## src/pkg/fault_map.svh

```systemverilog
// Register offsets, field positions, reset values and code constants of the fault unit
`ifndef FAULT_UNIT_MAP_SVH
`define FAULT_UNIT_MAP_SVH

// Byte offsets, decoded from haddr[7:0]
`define OFF_HARD_CAUSE 8'h00
`define OFF_PROTECT_CAUSE 8'h04
`define OFF_BUS_CAUSE 8'h08
`define OFF_USAGE_CAUSE 8'h0C
`define OFF_PROTECT_ADDR 8'h10
`define OFF_BUS_ADDR 8'h14
`define OFF_PRIO_CONFIG 8'h18
`define OFF_HANDLER_ENABLE 8'h1C
`define OFF_UNIT_STATUS 8'h20

// Cause field widths
`define HARD_W 2
`define PROT_W 4
`define BUS_W 5
`define USAGE_W 6

// Hard fault cause bits
`define HB_TABLE_READ 0
`define HB_ESCALATION 1
// Protection fault cause bits
`define PB_FETCH 0
`define PB_DATA 1
`define PB_PUSH 2
`define PB_POP 3
// Bus fault cause bits
`define BB_PUSH 0
`define BB_POP 1
`define BB_PREFETCH 2
`define BB_PRECISE 3
`define BB_DEFERRED 4
// Usage fault cause bits
`define UB_COPROC 0
`define UB_UNKNOWN_OP 1
`define UB_BAD_STATE 2
`define UB_BAD_RETURN 3
`define UB_MISALIGNED 4
`define UB_ZERO_DIV 5

// Priority field layout
`define PRIO_W 8
`define PRIO_PROT_LSB 0
`define PRIO_BUS_LSB 8
`define PRIO_USAGE_LSB 16
`define PRIO_RESET 24'h000000

// Handler enable bits
`define EN_PROT 0
`define EN_BUS 1
`define EN_USAGE 2
`define EN_RESET 3'h0

// Status bits
`define ST_LOCKUP 0
`define ST_PROT_ADDR_VALID 1
`define ST_BUS_ADDR_VALID 2
`define ST_LOCK_FROM_NMI 3

// Valid exception return codes
`define RET_HANDLER_MAIN 32'hFFFFFFF1
`define RET_THREAD_MAIN 32'hFFFFFFF9
`define RET_THREAD_PROCESS 32'hFFFFFFFD

`define WORD_ZERO 32'h00000000

`endif

```

## src/pkg/fault_pkg.sv

```systemverilog
// Types shared by the fault escalation unit
package fault_pkg;

	// Context the core is executing in
	typedef enum logic [2:0] {
		CTX_THREAD = 3'h0,
		CTX_NMI = 3'h1,
		CTX_HARD = 3'h2,
		CTX_PROTECT = 3'h3,
		CTX_BUS = 3'h4,
		CTX_USAGE = 3'h5,
		CTX_OTHER = 3'h6
	} ctx_t;

	// Handler that a taken fault is routed to
	typedef enum logic [1:0] {
		CLASS_HARD = 2'h0,
		CLASS_PROTECT = 2'h1,
		CLASS_BUS = 2'h2,
		CLASS_USAGE = 2'h3
	} class_t;

	typedef enum logic [2:0] {
		LK_RUN = 3'h1,
		LK_FROM_HARD = 3'h2,
		LK_FROM_NMI = 3'h4
	} lock_state_t;

endpackage

```

## src/logic/sticky_cause.sv

```systemverilog
// Sticky cause flags with write-one-to-clear, set beating clear
`timescale 1ns/1ps
module sticky_cause #(
	parameter int W = 4
) (
	input wire logic clk_in,
	input wire logic rst_in,
	input wire logic ce_in,
	input wire logic [W-1:0] set_in,
	input wire logic [W-1:0] clr_in,
	output logic [W-1:0] flags_out
);

	logic [W-1:0] flags_ff;

	always_ff @(posedge clk_in) begin
		if (rst_in) begin
			flags_ff <= '0;
		end else if (ce_in) begin
			flags_ff <= (flags_ff & ~clr_in) | set_in;
		end
	end

	assign flags_out = flags_ff;

	generate
		for (genvar i = 0; i < W; i++) begin : g_chk
			set_wins_a: assert property (@(posedge clk_in) disable iff (rst_in)
				ce_in && set_in[i] |=> flags_ff[i])
				else $error("cause flag lost on set");
			flag_holds_a: assert property (@(posedge clk_in) disable iff (rst_in)
				flags_ff[i] && !(ce_in && clr_in[i]) |=> flags_ff[i])
				else $error("cause flag dropped without clear");
		end
	endgenerate

endmodule

```

## src/logic/fault_escalate.sv

```systemverilog
// Escalation decision for one configurable-priority fault class
`timescale 1ns/1ps
module fault_escalate #(
	parameter int PW = 8
) (
	input wire logic event_in,
	input wire logic exempt_in,
	input wire logic enable_in,
	input wire logic same_kind_in,
	input wire logic fixed_ctx_in,
	input wire logic ctx_valid_in,
	input wire logic [PW-1:0] prio_in,
	input wire logic [PW-1:0] ctx_prio_in,
	output logic escalate_out,
	output logic direct_out
);

	logic cannot_preempt;

	// Numerically larger means lower urgency
	assign cannot_preempt = same_kind_in
		|| fixed_ctx_in
		|| (ctx_valid_in && (prio_in >= ctx_prio_in));

	assign escalate_out = event_in && !exempt_in
		&& (!enable_in || cannot_preempt);
	assign direct_out = event_in && !escalate_out;

endmodule

```

## src/logic/fault_unit.sv

```systemverilog
// Fault classification, escalation and lockup unit with AHB-Lite registers
//
// Implementation choices: the AHB-Lite interface to the registers and the register offsets.
`timescale 1ns/1ps
`include "fault_map.svh"

// Functional notes
// - Vector table read bus error becomes hard fault, sets table read flag.
// - Escalated configurable fault sets the escalation flag in hard cause.
// - Protection violations raise protect fault with fetch, data, push, pop flags.
// - Fetch from execute-never region raises fetch protect fault even without MPU.
// - Push, pop and prefetch bus errors raise bus fault, each own flag.
// - Data bus errors flag precise and deferred separately.
// - Six usage fault causes each set their own flag.
// - Bad exec state: foreign instruction set or continuation-state return.
// - Configurable classes have software priority; hard fault priority fixed.
// - Disabled handler makes its fault escalate to hard fault.
// - Handler faulting its own kind escalates to hard fault.
// - Fault at same or lower priority than current context escalates.
// - Bus error pushing for bus handler entry does not escalate.
// - Hard fault preempts all but reset, NMI and hard fault.
// - Protect and non-deferred bus faults record faulting address; deferred bus, hard, usage do not.
// - Hard fault inside NMI or hard handler enters lockup.
// - Lockup persists until reset, NMI or debugger halt.
// - Lockup entered from NMI handler ignores later NMI.
// - Only three exception return codes valid; rest invalid return.
module fault_unit
	import fault_pkg::*;
#(
	parameter int PRIO_W = `PRIO_W
) (
	input wire logic clk_in,
	input wire logic rst_in,
	input wire logic ce_in,
	// AHB-Lite slave
	input wire logic hsel_in,
	input wire logic [31:0] haddr_in,
	input wire logic [1:0] htrans_in,
	input wire logic hwrite_in,
	input wire logic [2:0] hsize_in,
	input wire logic [31:0] hwdata_in,
	input wire logic hready_in,
	output logic [31:0] hrdata_out,
	output logic hreadyout_out,
	output logic hresp_out,
	// Core context
	input wire logic [2:0] active_ctx_in,
	input wire logic [PRIO_W-1:0] active_prio_in,
	input wire logic nmi_in,
	input wire logic debug_halt_in,
	// Event reports
	input wire logic table_read_err_in,
	input wire logic fetch_protect_in,
	input wire logic fetch_execute_never_in,
	input wire logic data_protect_in,
	input wire logic push_protect_in,
	input wire logic pop_protect_in,
	input wire logic [31:0] protect_addr_in,
	input wire logic push_bus_err_in,
	input wire logic bus_entry_push_in,
	input wire logic pop_bus_err_in,
	input wire logic prefetch_bus_err_in,
	input wire logic precise_bus_err_in,
	input wire logic deferred_bus_err_in,
	input wire logic [31:0] bus_addr_in,
	input wire logic coproc_access_in,
	input wire logic unknown_opcode_in,
	input wire logic foreign_iset_in,
	input wire logic continuation_return_in,
	input wire logic return_strobe_in,
	input wire logic [31:0] return_code_in,
	input wire logic misaligned_in,
	input wire logic zero_divisor_in,
	// Decisions
	output logic fault_take_out,
	output logic [1:0] fault_class_out,
	output logic lockup_out
);

	ctx_t ctx;
	logic fixed_ctx, ctx_valid;
	logic [`HARD_W-1:0] hard_set, hard_clr, hard_cause;
	logic [`PROT_W-1:0] prot_set, prot_clr, prot_cause;
	logic [`BUS_W-1:0] bus_set, bus_clr, bus_cause;
	logic [`USAGE_W-1:0] usage_set, usage_clr, usage_cause;
	logic prot_evt, bus_evt, usage_evt, bad_return;
	logic esc_prot, esc_bus, esc_usage, dir_prot, dir_bus, dir_usage;
	logic esc_any, hard_evt;
	logic [23:0] prio_ff;
	logic [2:0] enable_ff;
	logic [31:0] prot_addr_ff, bus_addr_ff;
	logic prot_addr_valid_ff, bus_addr_valid_ff;
	lock_state_t lock_ff, nxt_lock;
	logic take_ff, nxt_take, lockup_ff;
	class_t class_ff, nxt_class;
	logic addr_phase, wr_pend_ff, rd_pend_ff;
	logic [7:0] bus_off_ff;
	logic [31:0] hrdata_ff;
	logic hreadyout_ff, hresp_ff;
	logic wr_now;
	logic [31:0] rd_value;

	assign ctx = ctx_t'(active_ctx_in);
	assign fixed_ctx = (ctx == CTX_NMI) || (ctx == CTX_HARD);
	assign ctx_valid = (ctx != CTX_THREAD);

	// Event classification
	assign bad_return = return_strobe_in
		&& (return_code_in != `RET_HANDLER_MAIN)
		&& (return_code_in != `RET_THREAD_MAIN)
		&& (return_code_in != `RET_THREAD_PROCESS);

	always_comb begin
		hard_set = '0;
		prot_set = '0;
		bus_set = '0;
		usage_set = '0;
		hard_set[`HB_TABLE_READ] = table_read_err_in;
		prot_set[`PB_FETCH] = fetch_protect_in || fetch_execute_never_in;
		prot_set[`PB_DATA] = data_protect_in;
		prot_set[`PB_PUSH] = push_protect_in;
		prot_set[`PB_POP] = pop_protect_in;
		bus_set[`BB_PUSH] = push_bus_err_in;
		bus_set[`BB_POP] = pop_bus_err_in;
		bus_set[`BB_PREFETCH] = prefetch_bus_err_in;
		bus_set[`BB_PRECISE] = precise_bus_err_in;
		bus_set[`BB_DEFERRED] = deferred_bus_err_in;
		usage_set[`UB_COPROC] = coproc_access_in;
		usage_set[`UB_UNKNOWN_OP] = unknown_opcode_in;
		usage_set[`UB_BAD_STATE] = foreign_iset_in || continuation_return_in;
		usage_set[`UB_BAD_RETURN] = bad_return;
		usage_set[`UB_MISALIGNED] = misaligned_in;
		usage_set[`UB_ZERO_DIV] = zero_divisor_in;
		hard_set[`HB_ESCALATION] = esc_any;
	end

	assign prot_evt = |prot_set;
	assign bus_evt = |bus_set;
	assign usage_evt = |usage_set;

	// Escalation per configurable class
	fault_escalate #(.PW(PRIO_W)) u_esc_prot (
		.event_in(prot_evt), .exempt_in(1'b0), .enable_in(enable_ff[`EN_PROT]),
		.same_kind_in(ctx == CTX_PROTECT), .fixed_ctx_in(fixed_ctx), .ctx_valid_in(ctx_valid),
		.prio_in(prio_ff[`PRIO_PROT_LSB +: PRIO_W]), .ctx_prio_in(active_prio_in),
		.escalate_out(esc_prot), .direct_out(dir_prot));
	fault_escalate #(.PW(PRIO_W)) u_esc_bus (
		.event_in(bus_evt), .exempt_in(push_bus_err_in && bus_entry_push_in),
		.enable_in(enable_ff[`EN_BUS]), .same_kind_in(ctx == CTX_BUS),
		.fixed_ctx_in(fixed_ctx), .ctx_valid_in(ctx_valid),
		.prio_in(prio_ff[`PRIO_BUS_LSB +: PRIO_W]), .ctx_prio_in(active_prio_in),
		.escalate_out(esc_bus), .direct_out(dir_bus));
	fault_escalate #(.PW(PRIO_W)) u_esc_usage (
		.event_in(usage_evt), .exempt_in(1'b0), .enable_in(enable_ff[`EN_USAGE]),
		.same_kind_in(ctx == CTX_USAGE), .fixed_ctx_in(fixed_ctx), .ctx_valid_in(ctx_valid),
		.prio_in(prio_ff[`PRIO_USAGE_LSB +: PRIO_W]), .ctx_prio_in(active_prio_in),
		.escalate_out(esc_usage), .direct_out(dir_usage));

	assign esc_any = esc_prot || esc_bus || esc_usage;
	assign hard_evt = table_read_err_in || esc_any;

	// Cause registers
	sticky_cause #(.W(`HARD_W)) u_hard_cause (.clk_in(clk_in), .rst_in(rst_in), .ce_in(ce_in),
		.set_in(hard_set), .clr_in(hard_clr), .flags_out(hard_cause));
	sticky_cause #(.W(`PROT_W)) u_prot_cause (.clk_in(clk_in), .rst_in(rst_in), .ce_in(ce_in),
		.set_in(prot_set), .clr_in(prot_clr), .flags_out(prot_cause));
	sticky_cause #(.W(`BUS_W)) u_bus_cause (.clk_in(clk_in), .rst_in(rst_in), .ce_in(ce_in),
		.set_in(bus_set), .clr_in(bus_clr), .flags_out(bus_cause));
	sticky_cause #(.W(`USAGE_W)) u_usage_cause (
		.clk_in(clk_in), .rst_in(rst_in), .ce_in(ce_in),
		.set_in(usage_set), .clr_in(usage_clr), .flags_out(usage_cause));

	// Faulting address capture; deferred errors carry no usable address
	always_ff @(posedge clk_in) begin
		if (rst_in) begin
			prot_addr_ff <= `WORD_ZERO;
			bus_addr_ff <= `WORD_ZERO;
			prot_addr_valid_ff <= 1'b0;
			bus_addr_valid_ff <= 1'b0;
		end else if (ce_in) begin
			if (prot_evt) begin
				prot_addr_ff <= protect_addr_in;
				prot_addr_valid_ff <= 1'b1;
			end
			if (bus_evt && !deferred_bus_err_in) begin
				bus_addr_ff <= bus_addr_in;
				bus_addr_valid_ff <= 1'b1;
			end
		end
	end

	// Handler selection and lockup
	always_comb begin
		nxt_lock = lock_ff;
		nxt_take = 1'b0;
		nxt_class = class_ff;
		case (lock_ff)
			LK_RUN: begin
				if (hard_evt && ctx == CTX_NMI) begin
					nxt_lock = LK_FROM_NMI;
				end else if (hard_evt && ctx == CTX_HARD) begin
					nxt_lock = LK_FROM_HARD;
				end else if (hard_evt) begin
					nxt_take = 1'b1;
					nxt_class = CLASS_HARD;
				end else if (dir_prot) begin
					nxt_take = 1'b1;
					nxt_class = CLASS_PROTECT;
				end else if (dir_bus) begin
					nxt_take = 1'b1;
					nxt_class = CLASS_BUS;
				end else if (dir_usage) begin
					nxt_take = 1'b1;
					nxt_class = CLASS_USAGE;
				end
			end
			LK_FROM_HARD: begin
				if (nmi_in || debug_halt_in) begin
					nxt_lock = LK_RUN;
				end
			end
			LK_FROM_NMI: begin
				if (debug_halt_in) begin
					nxt_lock = LK_RUN;
				end
			end
			default: begin
				nxt_lock = LK_RUN;
			end
		endcase
	end

	always_ff @(posedge clk_in) begin
		if (rst_in) begin
			lock_ff <= LK_RUN;
			lockup_ff <= 1'b0;
			take_ff <= 1'b0;
			class_ff <= CLASS_HARD;
		end else if (ce_in) begin
			lock_ff <= nxt_lock;
			lockup_ff <= (nxt_lock != LK_RUN);
			take_ff <= nxt_take;
			class_ff <= nxt_class;
		end
	end

	assign fault_take_out = take_ff;
	assign fault_class_out = class_ff;
	assign lockup_out = lockup_ff;

	// Bus slave: writes land in the data phase, reads insert one wait state
	assign addr_phase = hsel_in && htrans_in[1] && hready_in;
	assign wr_now = wr_pend_ff && ce_in;

	always_ff @(posedge clk_in) begin
		if (rst_in) begin
			wr_pend_ff <= 1'b0;
			rd_pend_ff <= 1'b0;
			bus_off_ff <= 8'h00;
			hreadyout_ff <= 1'b1;
			hresp_ff <= 1'b0;
		end else if (ce_in) begin
			wr_pend_ff <= addr_phase && hwrite_in;
			rd_pend_ff <= addr_phase && !hwrite_in;
			hreadyout_ff <= !(addr_phase && !hwrite_in);
			if (addr_phase) begin
				bus_off_ff <= haddr_in[7:0];
			end
		end
	end

	assign hard_clr = wr_now && bus_off_ff == `OFF_HARD_CAUSE ? hwdata_in[`HARD_W-1:0] : '0;
	assign prot_clr = wr_now && bus_off_ff == `OFF_PROTECT_CAUSE ? hwdata_in[`PROT_W-1:0] : '0;
	assign bus_clr = wr_now && bus_off_ff == `OFF_BUS_CAUSE ? hwdata_in[`BUS_W-1:0] : '0;
	assign usage_clr = wr_now && bus_off_ff == `OFF_USAGE_CAUSE ? hwdata_in[`USAGE_W-1:0] : '0;

	always_ff @(posedge clk_in) begin
		if (rst_in) begin
			prio_ff <= `PRIO_RESET;
			enable_ff <= `EN_RESET;
		end else if (wr_now) begin
			if (bus_off_ff == `OFF_PRIO_CONFIG) begin
				prio_ff <= hwdata_in[23:0];
			end
			if (bus_off_ff == `OFF_HANDLER_ENABLE) begin
				enable_ff <= hwdata_in[2:0];
			end
		end
	end

	always_comb begin
		rd_value = `WORD_ZERO;
		case (bus_off_ff)
			`OFF_HARD_CAUSE: rd_value[`HARD_W-1:0] = hard_cause;
			`OFF_PROTECT_CAUSE: rd_value[`PROT_W-1:0] = prot_cause;
			`OFF_BUS_CAUSE: rd_value[`BUS_W-1:0] = bus_cause;
			`OFF_USAGE_CAUSE: rd_value[`USAGE_W-1:0] = usage_cause;
			`OFF_PROTECT_ADDR: rd_value = prot_addr_ff;
			`OFF_BUS_ADDR: rd_value = bus_addr_ff;
			`OFF_PRIO_CONFIG: rd_value[23:0] = prio_ff;
			`OFF_HANDLER_ENABLE: rd_value[2:0] = enable_ff;
			`OFF_UNIT_STATUS: begin
				rd_value[`ST_LOCKUP] = (lock_ff != LK_RUN);
				rd_value[`ST_PROT_ADDR_VALID] = prot_addr_valid_ff;
				rd_value[`ST_BUS_ADDR_VALID] = bus_addr_valid_ff;
				rd_value[`ST_LOCK_FROM_NMI] = (lock_ff == LK_FROM_NMI);
			end
			default: rd_value = `WORD_ZERO;
		endcase
	end

	always_ff @(posedge clk_in) begin
		if (rst_in) begin
			hrdata_ff <= `WORD_ZERO;
		end else if (ce_in && rd_pend_ff) begin
			hrdata_ff <= rd_value;
		end
	end

	assign hrdata_out = hrdata_ff;
	assign hreadyout_out = hreadyout_ff;
	assign hresp_out = hresp_ff;

	// Checks
	table_read_flag_a: assert property (@(posedge clk_in) disable iff (rst_in)
		ce_in && table_read_err_in |=> hard_cause[`HB_TABLE_READ])
		else $error("table read error not flagged");
	escalation_flag_a: assert property (@(posedge clk_in) disable iff (rst_in)
		ce_in && esc_any |=> hard_cause[`HB_ESCALATION])
		else $error("escalation not flagged");
	never_exec_fetch_a: assert property (@(posedge clk_in) disable iff (rst_in)
		ce_in && fetch_execute_never_in |=> prot_cause[`PB_FETCH])
		else $error("execute-never fetch not flagged");
	disabled_escalate_a: assert property (@(posedge clk_in) disable iff (rst_in)
		ce_in && usage_evt && !enable_ff[`EN_USAGE] |=> hard_cause[`HB_ESCALATION])
		else $error("disabled usage handler did not escalate");
	prio_escalate_a: assert property (@(posedge clk_in) disable iff (rst_in)
		ce_in && prot_evt && ctx_valid
		&& prio_ff[`PRIO_PROT_LSB +: PRIO_W] >= active_prio_in
		|=> hard_cause[`HB_ESCALATION])
		else $error("non-preempting protect fault did not escalate");
	entry_push_direct_a: assert property (@(posedge clk_in) disable iff (rst_in)
		ce_in && lock_ff == LK_RUN && push_bus_err_in && bus_entry_push_in
		&& !table_read_err_in && !esc_prot && !esc_usage && !prot_evt
		|=> fault_take_out && fault_class_out == CLASS_BUS)
		else $error("bus entry push error was not taken as bus fault");
	hard_preempt_a: assert property (@(posedge clk_in) disable iff (rst_in)
		ce_in && lock_ff == LK_RUN && hard_evt && !fixed_ctx
		|=> fault_take_out && fault_class_out == CLASS_HARD && !lockup_out)
		else $error("hard fault did not preempt");
	lockup_entry_a: assert property (@(posedge clk_in) disable iff (rst_in)
		ce_in && lock_ff == LK_RUN && hard_evt && fixed_ctx
		|=> lockup_out && !fault_take_out)
		else $error("lockup not entered");
	lockup_hold_a: assert property (@(posedge clk_in) disable iff (rst_in)
		lockup_out && !(ce_in && (nmi_in || debug_halt_in)) |=> lockup_out)
		else $error("lockup left without cause");
	nmi_no_release_a: assert property (@(posedge clk_in) disable iff (rst_in)
		lock_ff == LK_FROM_NMI && !debug_halt_in |=> lockup_out)
		else $error("NMI released lockup taken from NMI handler");
	return_code_a: assert property (@(posedge clk_in) disable iff (rst_in)
		ce_in && return_strobe_in && return_code_in == `RET_THREAD_PROCESS
		&& !usage_cause[`UB_BAD_RETURN]
		|=> !usage_cause[`UB_BAD_RETURN])
		else $error("valid return code flagged invalid");

endmodule

```

## config.mk

```make
export PLATFORM = sky130hd
export DESIGN_NAME = fault_unit
export DESIGN_NICKNAME = d
export VERILOG_FILES = /design/src/pkg/fault_pkg.sv /design/src/logic/sticky_cause.sv /design/src/logic/fault_escalate.sv /design/src/logic/fault_unit.sv
export VERILOG_INCLUDE_DIRS = /design/src /design/src/pkg
export SDC_FILE = /design/constraint.sdc
export NUM_CORES = 1
export LEC_CHECK = 0
export BUFFER_PORTS_ARGS = -buffer_cell sky130_fd_sc_hd__buf_2
export CORE_UTILIZATION = 35
export CTS_CLUSTER_SIZE = 8
export DETAILED_ROUTE_END_ITERATION = 7
export MAX_ROUTING_LAYER = met4
export PLACE_DENSITY = 0.68
export SLEW_MARGIN = 10
export SYNTH_ARGS = -nofsm -noshare
export SYNTH_HDL_FRONTEND = slang
export SYNTH_SLANG_ARGS = --single-unit
```

## constraint.sdc

```tcl
create_clock -name clk_in -period 2.55 [get_ports clk_in]
set_input_delay 0.255 -clock clk_in [delete_from_list [all_inputs] [get_ports clk_in]]
set_output_delay 0.255 -clock clk_in [all_outputs]
set_load 0.05 [all_outputs]
```

==> reports/qor.csv, run 1 <==
stage,metric,value,unit
layout,# nets final,1330,
yosys,leading area contributor after synthesis,dfxtp_1,
power_and_ir_drop,clock share of power,43.6,%
critical_path,Crit Path Max Fanout,4,
layout,FF+latch area,3210,sq um
critical_path,CP endpoint kind,flip-flop,
yosys,Post-Syn Area,7290,sq um
yosys,"Seq/Total Area, Yosys",44.0,%
floorplanning,initial core utilization,35.9,%
floorplanning,Die X,146,microns
detailed_routing,# DRC,0,
yosys,post-synth top area share,44.0,%
yosys,number of synthesized flops with an enable pin,0,
clock_network,clock tree buffer depth,2,
yosys,Synth area leaders,"dfxtp_1 (44%), nand2_1 (12%), a21oi_1 (8.2%), mux2i_1 (4.8%), nor2_1 (4.2%)",
sta,Fin Clk Skew,0.00569,ns
detailed_routing,DR vias,7064,
layout,share of layout cells above drive strength 1,24.7,%
clock_network,hold buffers post-CTS,0,
power_and_ir_drop,pwr/cell area,631,nW/um^2
place,Placed Cells,1354,
critical_path,kind of critical path,flip-flop to flip-flop,
power_and_ir_drop,Pint,4.38,mW
critical_path,CP Launch Type,flip-flop,
clock_network,Inserted Clock Buffers,17,
critical_path,WP data required,2.87,ns
global_route,first-pass GRT wire length,35000,microns
yosys,"flops & latches, synth",160,
yosys,Syn Area/Cell,7.89,sq um
detailed_routing,post-DR wirelength/cell,16.1,microns
power_and_ir_drop,Psw,1.45,mW
detailed_routing,iteration-0 DRC count of the detailed router,465,
clock_network,number of H-tree levels,4,
sta,final period utilization,93.2,%
global_route,total grt overflow,0,
sta,RSZ-0062 raised after global routing,false,
yosys,Async SR Flop Fraction,0,%
global_route,Tot GR Track Use,21.6,%
clock_network,"Reg clk slew, reported paths",0.06,ns
layout,Filler cells,2086,
floorplanning,Core ar.,20300,sq um
outcome,run status,completed,
sta,Max Clock Freq,421,MHz
power_and_ir_drop,Logic pwr share,10.9,%
layout,Finished Layout Cells,1385,
clock_network,CTS sink cnt,160,
place,routability cong.,0.911,
sta,Final Hold Viols,0,
clock_network,worst skew pair latency,0.42,ns
sta,Final setup viols,0,
detailed_routing,Via-to-Cell Ratio,5.10,
power_and_ir_drop,Final Power,5.83,mW
yosys,Synth Flop Type,dfxtp_1,
yosys,"Net Count, Synth",1150,
layout,area of the multi-input gates,3770,sq um
global_route,number of global-route vias before repair,6658,
yosys,cells after synthesis,923,
detailed_routing,drt first pass iters,5,
power_and_ir_drop,P_leak,3.73,nW
floorplanning,DIE AREA,21400,sq um
sta,Slew Limit Fails,0,
floorplanning,Die Y,146,microns
layout,diode count,0,
place,Final HPWL DP,16400,microns
power_and_ir_drop,register share of total power,45.6,%
critical_path,Arrival @ worst endpoint,2.70,ns
job,max-cap viol count,0,
sta,crit path time final,2.38,ns
yosys,Unique masters post-synth,59,
detailed_routing,ANT nets after route,0,
worst_hold_path,hold crit path type,input port to flip-flop,
power_and_ir_drop,Sw Share,24.9,%
yosys,YS warnings,0,
floorplanning,Rows,52,
sta,slew of the pin with the lowest slew margin,0.652,ns
sta,setup TNS,0,ns
global_route,largest net degree at the start of global routing,55,
power_and_ir_drop,Max VDD drop,0.000441,V
global_route,initial antenna violation count,0,
clock_network,TritonCTS clock tree,done,
clock_network,root buf cell,clkbuf_16,
sta,Rel. slew slack,56.5,%
layout,Layout Area Growth over Synthesis,26.8,%
floorplanning,Top Ports,241,
detailed_routing,final wirelength,22300,microns
place,port bufs,203,
-- area by class of cell --
class / instances / share of cell area (%)
multi-input combinational: 679 / 40.9
inverter: 18 / 0.732
tap: 270 / 3.66
timing repair buffer: 227 / 13.7
sequential: 160 / 34.7
clock inverter: 10 / 1.19
clock buffer: 21 / 5.20
-- cell families after synthesis --
group	count (synthesis)	synth area share (%)
buffers and inverters	84	4.41
DFF	160	44.0
muxes	35	4.81
other	1	0.0515
AOI/OAI and AO/OA	218	18.6
adders and majority gates	24	4.12
and+or+nand+nor	399	23.8
xor gates and xnor gates	2	0.240
-- per-stage QoR --
stage | hold WS, ns | setup slack, ns | utilization (%) | area [sq um]
finish | 0.0686 | 0.172 | 45.5 | 9240
global route | 0.0508 | 0.00381 | 45.5 | 9240
CTS | 0.0513 | 0.0627 | 45.4 | 9220
detailed placement | 0.446 | -0.0371 | 42.5 | 8630
global placement | 0.439 | -0.0199 | 42.5 | 8630
floorplan | 0.391 | 0.239 | - | 7290
-- power by group through the flow --
| stage | Clock [mW] | Combinational (mW) | Sequential, mW |
|---|---|---|---|
| 2_1_floorplan | 0 | 0.303 | 2.76 |
| 3_3_place_gp | 0 | 0.625 | 2.71 |
| 3_5_place_dp | 0 | 0.633 | 2.71 |
| 4_1_cts | 2.58 | 0.636 | 2.65 |
| 5_1_grt | 2.70 | 0.696 | 2.67 |
| 6_report | 2.54 | 0.633 | 2.66 |
-- worst max-delay path: stages (launching register included) --
cell	delay, ns
dfxtp_2	0.35
inv_1	0.05
ha_1	0.26
or3b_2	0.45
o2111ai_1	0.14
a221oi_2	0.12
o22a_1	0.23
or3_4	0.40
o41ai_2	0.29
-- placed cells by master, fill, tap and decap left out, types with 3 or more instances in the layout --
master,synthesis,layout
nand2_1,227,227
buf_2,2,202
dfxtp_1,160,158
a21oi_1,120,120
nor2_1,82,82
mux2i_1,35,35
nor3_1,31,31
a211oi_1,26,26
ha_1,24,24
buf_4,1,20
inv_1,18,18
clkbuf_16,0,17
a22oi_1,16,16
o21ai_0,14,14
a221oi_1,9,8
nand4_1,8,8
and3_1,7,7
nor2b_1,6,6
buf_12,0,5
nand3_1,4,4
and2_1,4,4
o211ai_1,4,4
o2111ai_1,4,4
clkinv_2,0,4
clkbuf_8,0,4
clkinvlp_4,0,4
o31ai_1,4,3
o21a_1,3,3
and3b_1,3,3
or4_1,3,3
nand2b_1,3,3
-- flip-flops by register name, indices dropped and copies added (netlist names), 3 cells and up --
name and cells:
bus_addr_ff 32, hrdata_out 32, prot_addr_ff 32, prio_ff 24, bus_off_ff 8, u_usage_cause.flags_out 6
u_bus_cause.flags_out 5, u_prot_cause.flags_out 4, enable_ff 3, lock_ff 3
-- cell usage after synthesis (all sizes together) (4+ instances only) --
library cell  number
mux2i             35
a22oi             16
ha                24
nand4              8
a221oi             9
a21oi            120
o2111ai            4
inv               18
nand3              4
clkbuf            58
nor2b              6
o211ai             4
and3               7
nor2              82
dfxtp            160
o21ai             14
nor3              31
o31ai              4
a211oi            26
nand2            227
and2               5
buf                8
-- worst paths after layout --
kind	endpoint	depth (start not counted)	slack, ns	from
max reg2reg	fault_class_out[0]	8	0.17	prio_ff[16]
max	fault_class_out[0]	8	0.17	prio_ff[16]
min	prot_addr_ff[4]	3	0.07	protect_addr_in[4]
min reg2reg	lockup_out	1	0.45	lockup_out
-- routing by layer --
layer  GRT usage, %  vias to the layer above  routed length (microns)
li1               -                     3552                        -
met1           28.3                     3239                    10400
met2           34.0                      249                    10200
met4           5.78                        0                      290
met3           4.09                       24                     1400
met5              -                        -                        0
-- repair_timing --
item	in CTS	in global routing
resized for setup	0	3
buffers inserted	0	0
endpoints found under the setup margin	0	4
Note: power is estimated with default switching activity, not from simulation.
==> inputs of run 2 (changes only) <==
Settings changed: MAX_ROUTING_LAYER met4 to unset.
==> run 2 against run 1 <==
Effect of this change:
- sequential power about the same
- routed wire length is 0.69% lower
- power decreased by 2.4%
- via count up 0.47%
- clock-buffer cell count is 2 higher
- clock skew up 0.0025 ns
- register-to-register slack worse by 0.06 ns
- combinational power hardly changed
- design area fell by 0.56%
- cell count up 0.29%
==> reports/qor.csv, run 2 (same netlist as run 1, synthesis figures left out) <==
stage,metric,value,unit,change
layout,Filler cells,2105,,was 2086
sta,Final setup viols,0,,unchanged
power_and_ir_drop,P_leak,3.71,nW,was 3.73 nW
clock_network,root buf cell,clkbuf_16,,unchanged
layout,area of the multi-input gates,3770,sq um,about the same
critical_path,Crit Path Max Fanout,4,,unchanged
sta,Final Hold Viols,0,,unchanged
global_route,GR peak layer,met2,,unchanged
global_route,met2 usage,33.5,%,was 34.0%
critical_path,"Max stage delay cell, worst path",or3b_2,,unchanged
power_and_ir_drop,Max VDD drop,0.000423,V,was 0.000441 V
floorplanning,Die X,146,microns,unchanged
sta,Rel. slew slack,50.1,%,was 56.5%
layout,share of layout cells above drive strength 1,24.4,%,was 24.7%
detailed_routing,post-DR wirelength/cell,16.0,microns,was 16.1 microns
critical_path,Arrival @ worst endpoint,2.76,ns,was 2.70 ns
sta,WHS,0.0660,ns,was 0.0686 ns
place,port bufs,203,,unchanged
sta,crit path time final,2.44,ns,was 2.38 ns
floorplanning,Core ar.,20300,sq um,unchanged
outcome,run status,completed,,unchanged
critical_path,"Cell Chain, Critical Path",inv_1 -> ha_1 -> or3b_2 -> o2111ai_1 -> a221oi_1 -> o22a_1 -> or3_4 -> o41ai_2,,was inv_1 -> ha_1 -> or3b_2 -> o2111ai_1 -> a221oi_2 -> o22a_1 -> or3_4 -> o41ai_2
layout,final instance area,9190,sq um,was 9240 sq um
clock_network,"Reg clk slew, reported paths",0.07,ns,was 0.06 ns
critical_path,CP Launch Type,flip-flop,,unchanged
clock_network,number of H-tree levels,4,,unchanged
critical_path,kind of critical path,flip-flop to flip-flop,,unchanged
floorplanning,Die Y,146,microns,unchanged
job,max-cap viol count,0,,unchanged
detailed_routing,DR vias,7097,,was 7064
sta,setup TNS,0,ns,unchanged
layout,"most common cell after layout, fill and taps aside",nand2_1,,unchanged
clock_network,TritonCTS clock tree,done,,unchanged
place,routability cong.,0.894,,was 0.911
clock_network,CTS sink cnt,160,,unchanged
global_route,number of global-route vias before repair,6634,,was 6658
sta,final period utilization,95.5,%,was 93.2%
layout,most frequent cells in the layout,"nand2_1 (227), buf_2 (202), dfxtp_1 (158)",,unchanged
global_route,first-pass GRT wire length,34500,microns,was 35000 microns
power_and_ir_drop,pwr/cell area,620,nW/um^2,was 631 nW/um^2
layout,FF+latch area,3210,sq um,unchanged
clock_network,clock tree buffer depth,2,,unchanged
global_route,met1 usage,27.8,%,was 28.3%
floorplanning,initial core utilization,35.9,%,unchanged
critical_path,CP peak stage delay,0.45,ns,about the same
global_route,initial antenna violation count,0,,unchanged
global_route,largest net degree at the start of global routing,65,,was 55
clock_network,Inserted Clock Buffers,17,,unchanged
layout,# nets final,1332,,was 1330
detailed_routing,final wirelength,22200,microns,was 22300 microns
sta,Slew Limit Fails,0,,unchanged
place,Placed Area,8620,sq um,was 8630 sq um
detailed_routing,# DRC,0,,unchanged
critical_path,WP buf/inv,1,,unchanged
global_route,total grt overflow,0,,unchanged
critical_path,WP data required,2.88,ns,was 2.87 ns
global_route,Tot GR Track Use,20.7,%,was 21.6%
clock_network,worst skew pair latency,0.42,ns,about the same
floorplanning,DIE AREA,21400,sq um,unchanged
detailed_routing,Via-to-Cell Ratio,5.11,,was 5.10
critical_path,CP endpoint kind,flip-flop,,unchanged
sta,Max Clock Freq,410,MHz,was 421 MHz
sta,Fin Clk Skew,0.00818,ns,was 0.00569 ns
worst_hold_path,hold crit path type,input port to flip-flop,,unchanged
sta,slew of the pin with the lowest slew margin,0.748,ns,was 0.652 ns
critical_path,Top Family by Delay on Critical Path,simple AND/OR/NAND/NOR gates,,unchanged
detailed_routing,ANT nets after route,0,,unchanged
detailed_routing,iteration-0 DRC count of the detailed router,468,,was 465
global_route,met3 GRT Util,4.25,%,was 4.09%
floorplanning,Top Ports,241,,unchanged
detailed_routing,drt first pass iters,5,,unchanged
place,Final HPWL DP,16600,microns,was 16400 microns
floorplanning,Rows,52,,unchanged
clock_network,hold buffers post-CTS,0,,unchanged
layout,Layout Area Growth over Synthesis,26.0,%,was 26.8%
[run 2: cell count changes in the layout (fill, tap and decap cells not counted), moves of 2 or more]
cell / delta
buf_4: +4
clkbuf_8: -2
buf_12: -2
clkbuf_1: +4
clkinv_4: +2
[run 2: stage by stage]
step                util, %  setup slack [ns]  power (mW)  cells
floorplan                 -             0.239        3.06    923
global placement       42.5          -0.00336        3.33   1356
detailed placement     42.5           -0.0389        3.34   1356
CTS                    45.2            0.0508        5.73   1388
global route           45.2          -0.00678        5.92   1388
finish                 45.2             0.114        5.69   1389
[run 2: worst register-to-register path, cell delays in order (launching register included)]
cell and delay (ns):
dfxtp_2 0.35, inv_1 0.05, ha_1 0.26, or3b_2 0.45, o2111ai_1 0.13, a221oi_1 0.15
o22a_1 0.25, or3_4 0.41, o41ai_2 0.30
[run 2: repair_timing]
action / CTS / global route
gates resized for setup: 0 / 2
endpoints found under the setup margin: 0 / 3
setup buffers: 0 / 0
[run 2: layout make-up]
| cell class | count | area share (%) |
|---|---|---|
| antenna | 1 | 0.0272 |
| sequential | 160 | 34.9 |
| clock buffer | 23 | 5.09 |
| clock inverter | 9 | 0.926 |
| multi-input combinational | 679 | 41.0 |
| inverter | 18 | 0.736 |
| tap | 270 | 3.68 |
| timing repair buffer | 229 | 13.6 |
[run 2: path summary, 6_finish.rpt]
kind	start	end	slack, ns	depth (start not counted)
worst max-delay path	prio_ff[16]	fault_class_out[0]	0.11	8
worst min-delay path	protect_addr_in[3]	prot_addr_ff[3]	0.07	3
worst max register to register	prio_ff[16]	fault_class_out[0]	0.11	8
worst min register to register	bus_addr_ff[17]	bus_addr_ff[17]	0.45	2
[run 2: layer usage]
layer  vias up  part of all wire (%)  wire, microns
met5         -                     0              0
met4         0                   1.4            306
met3        24                   5.6           1240
met2       245                    46          10300
met1      3278                    47          10400
li1       3550                     -              -
[run 2: report_power, final]
group	internal (mW)	switching (mW)	leakage [nW]
logic	0.248	0.383	2.14
clock network	1.39	1.01	0.263
registers	2.60	0.0575	1.31
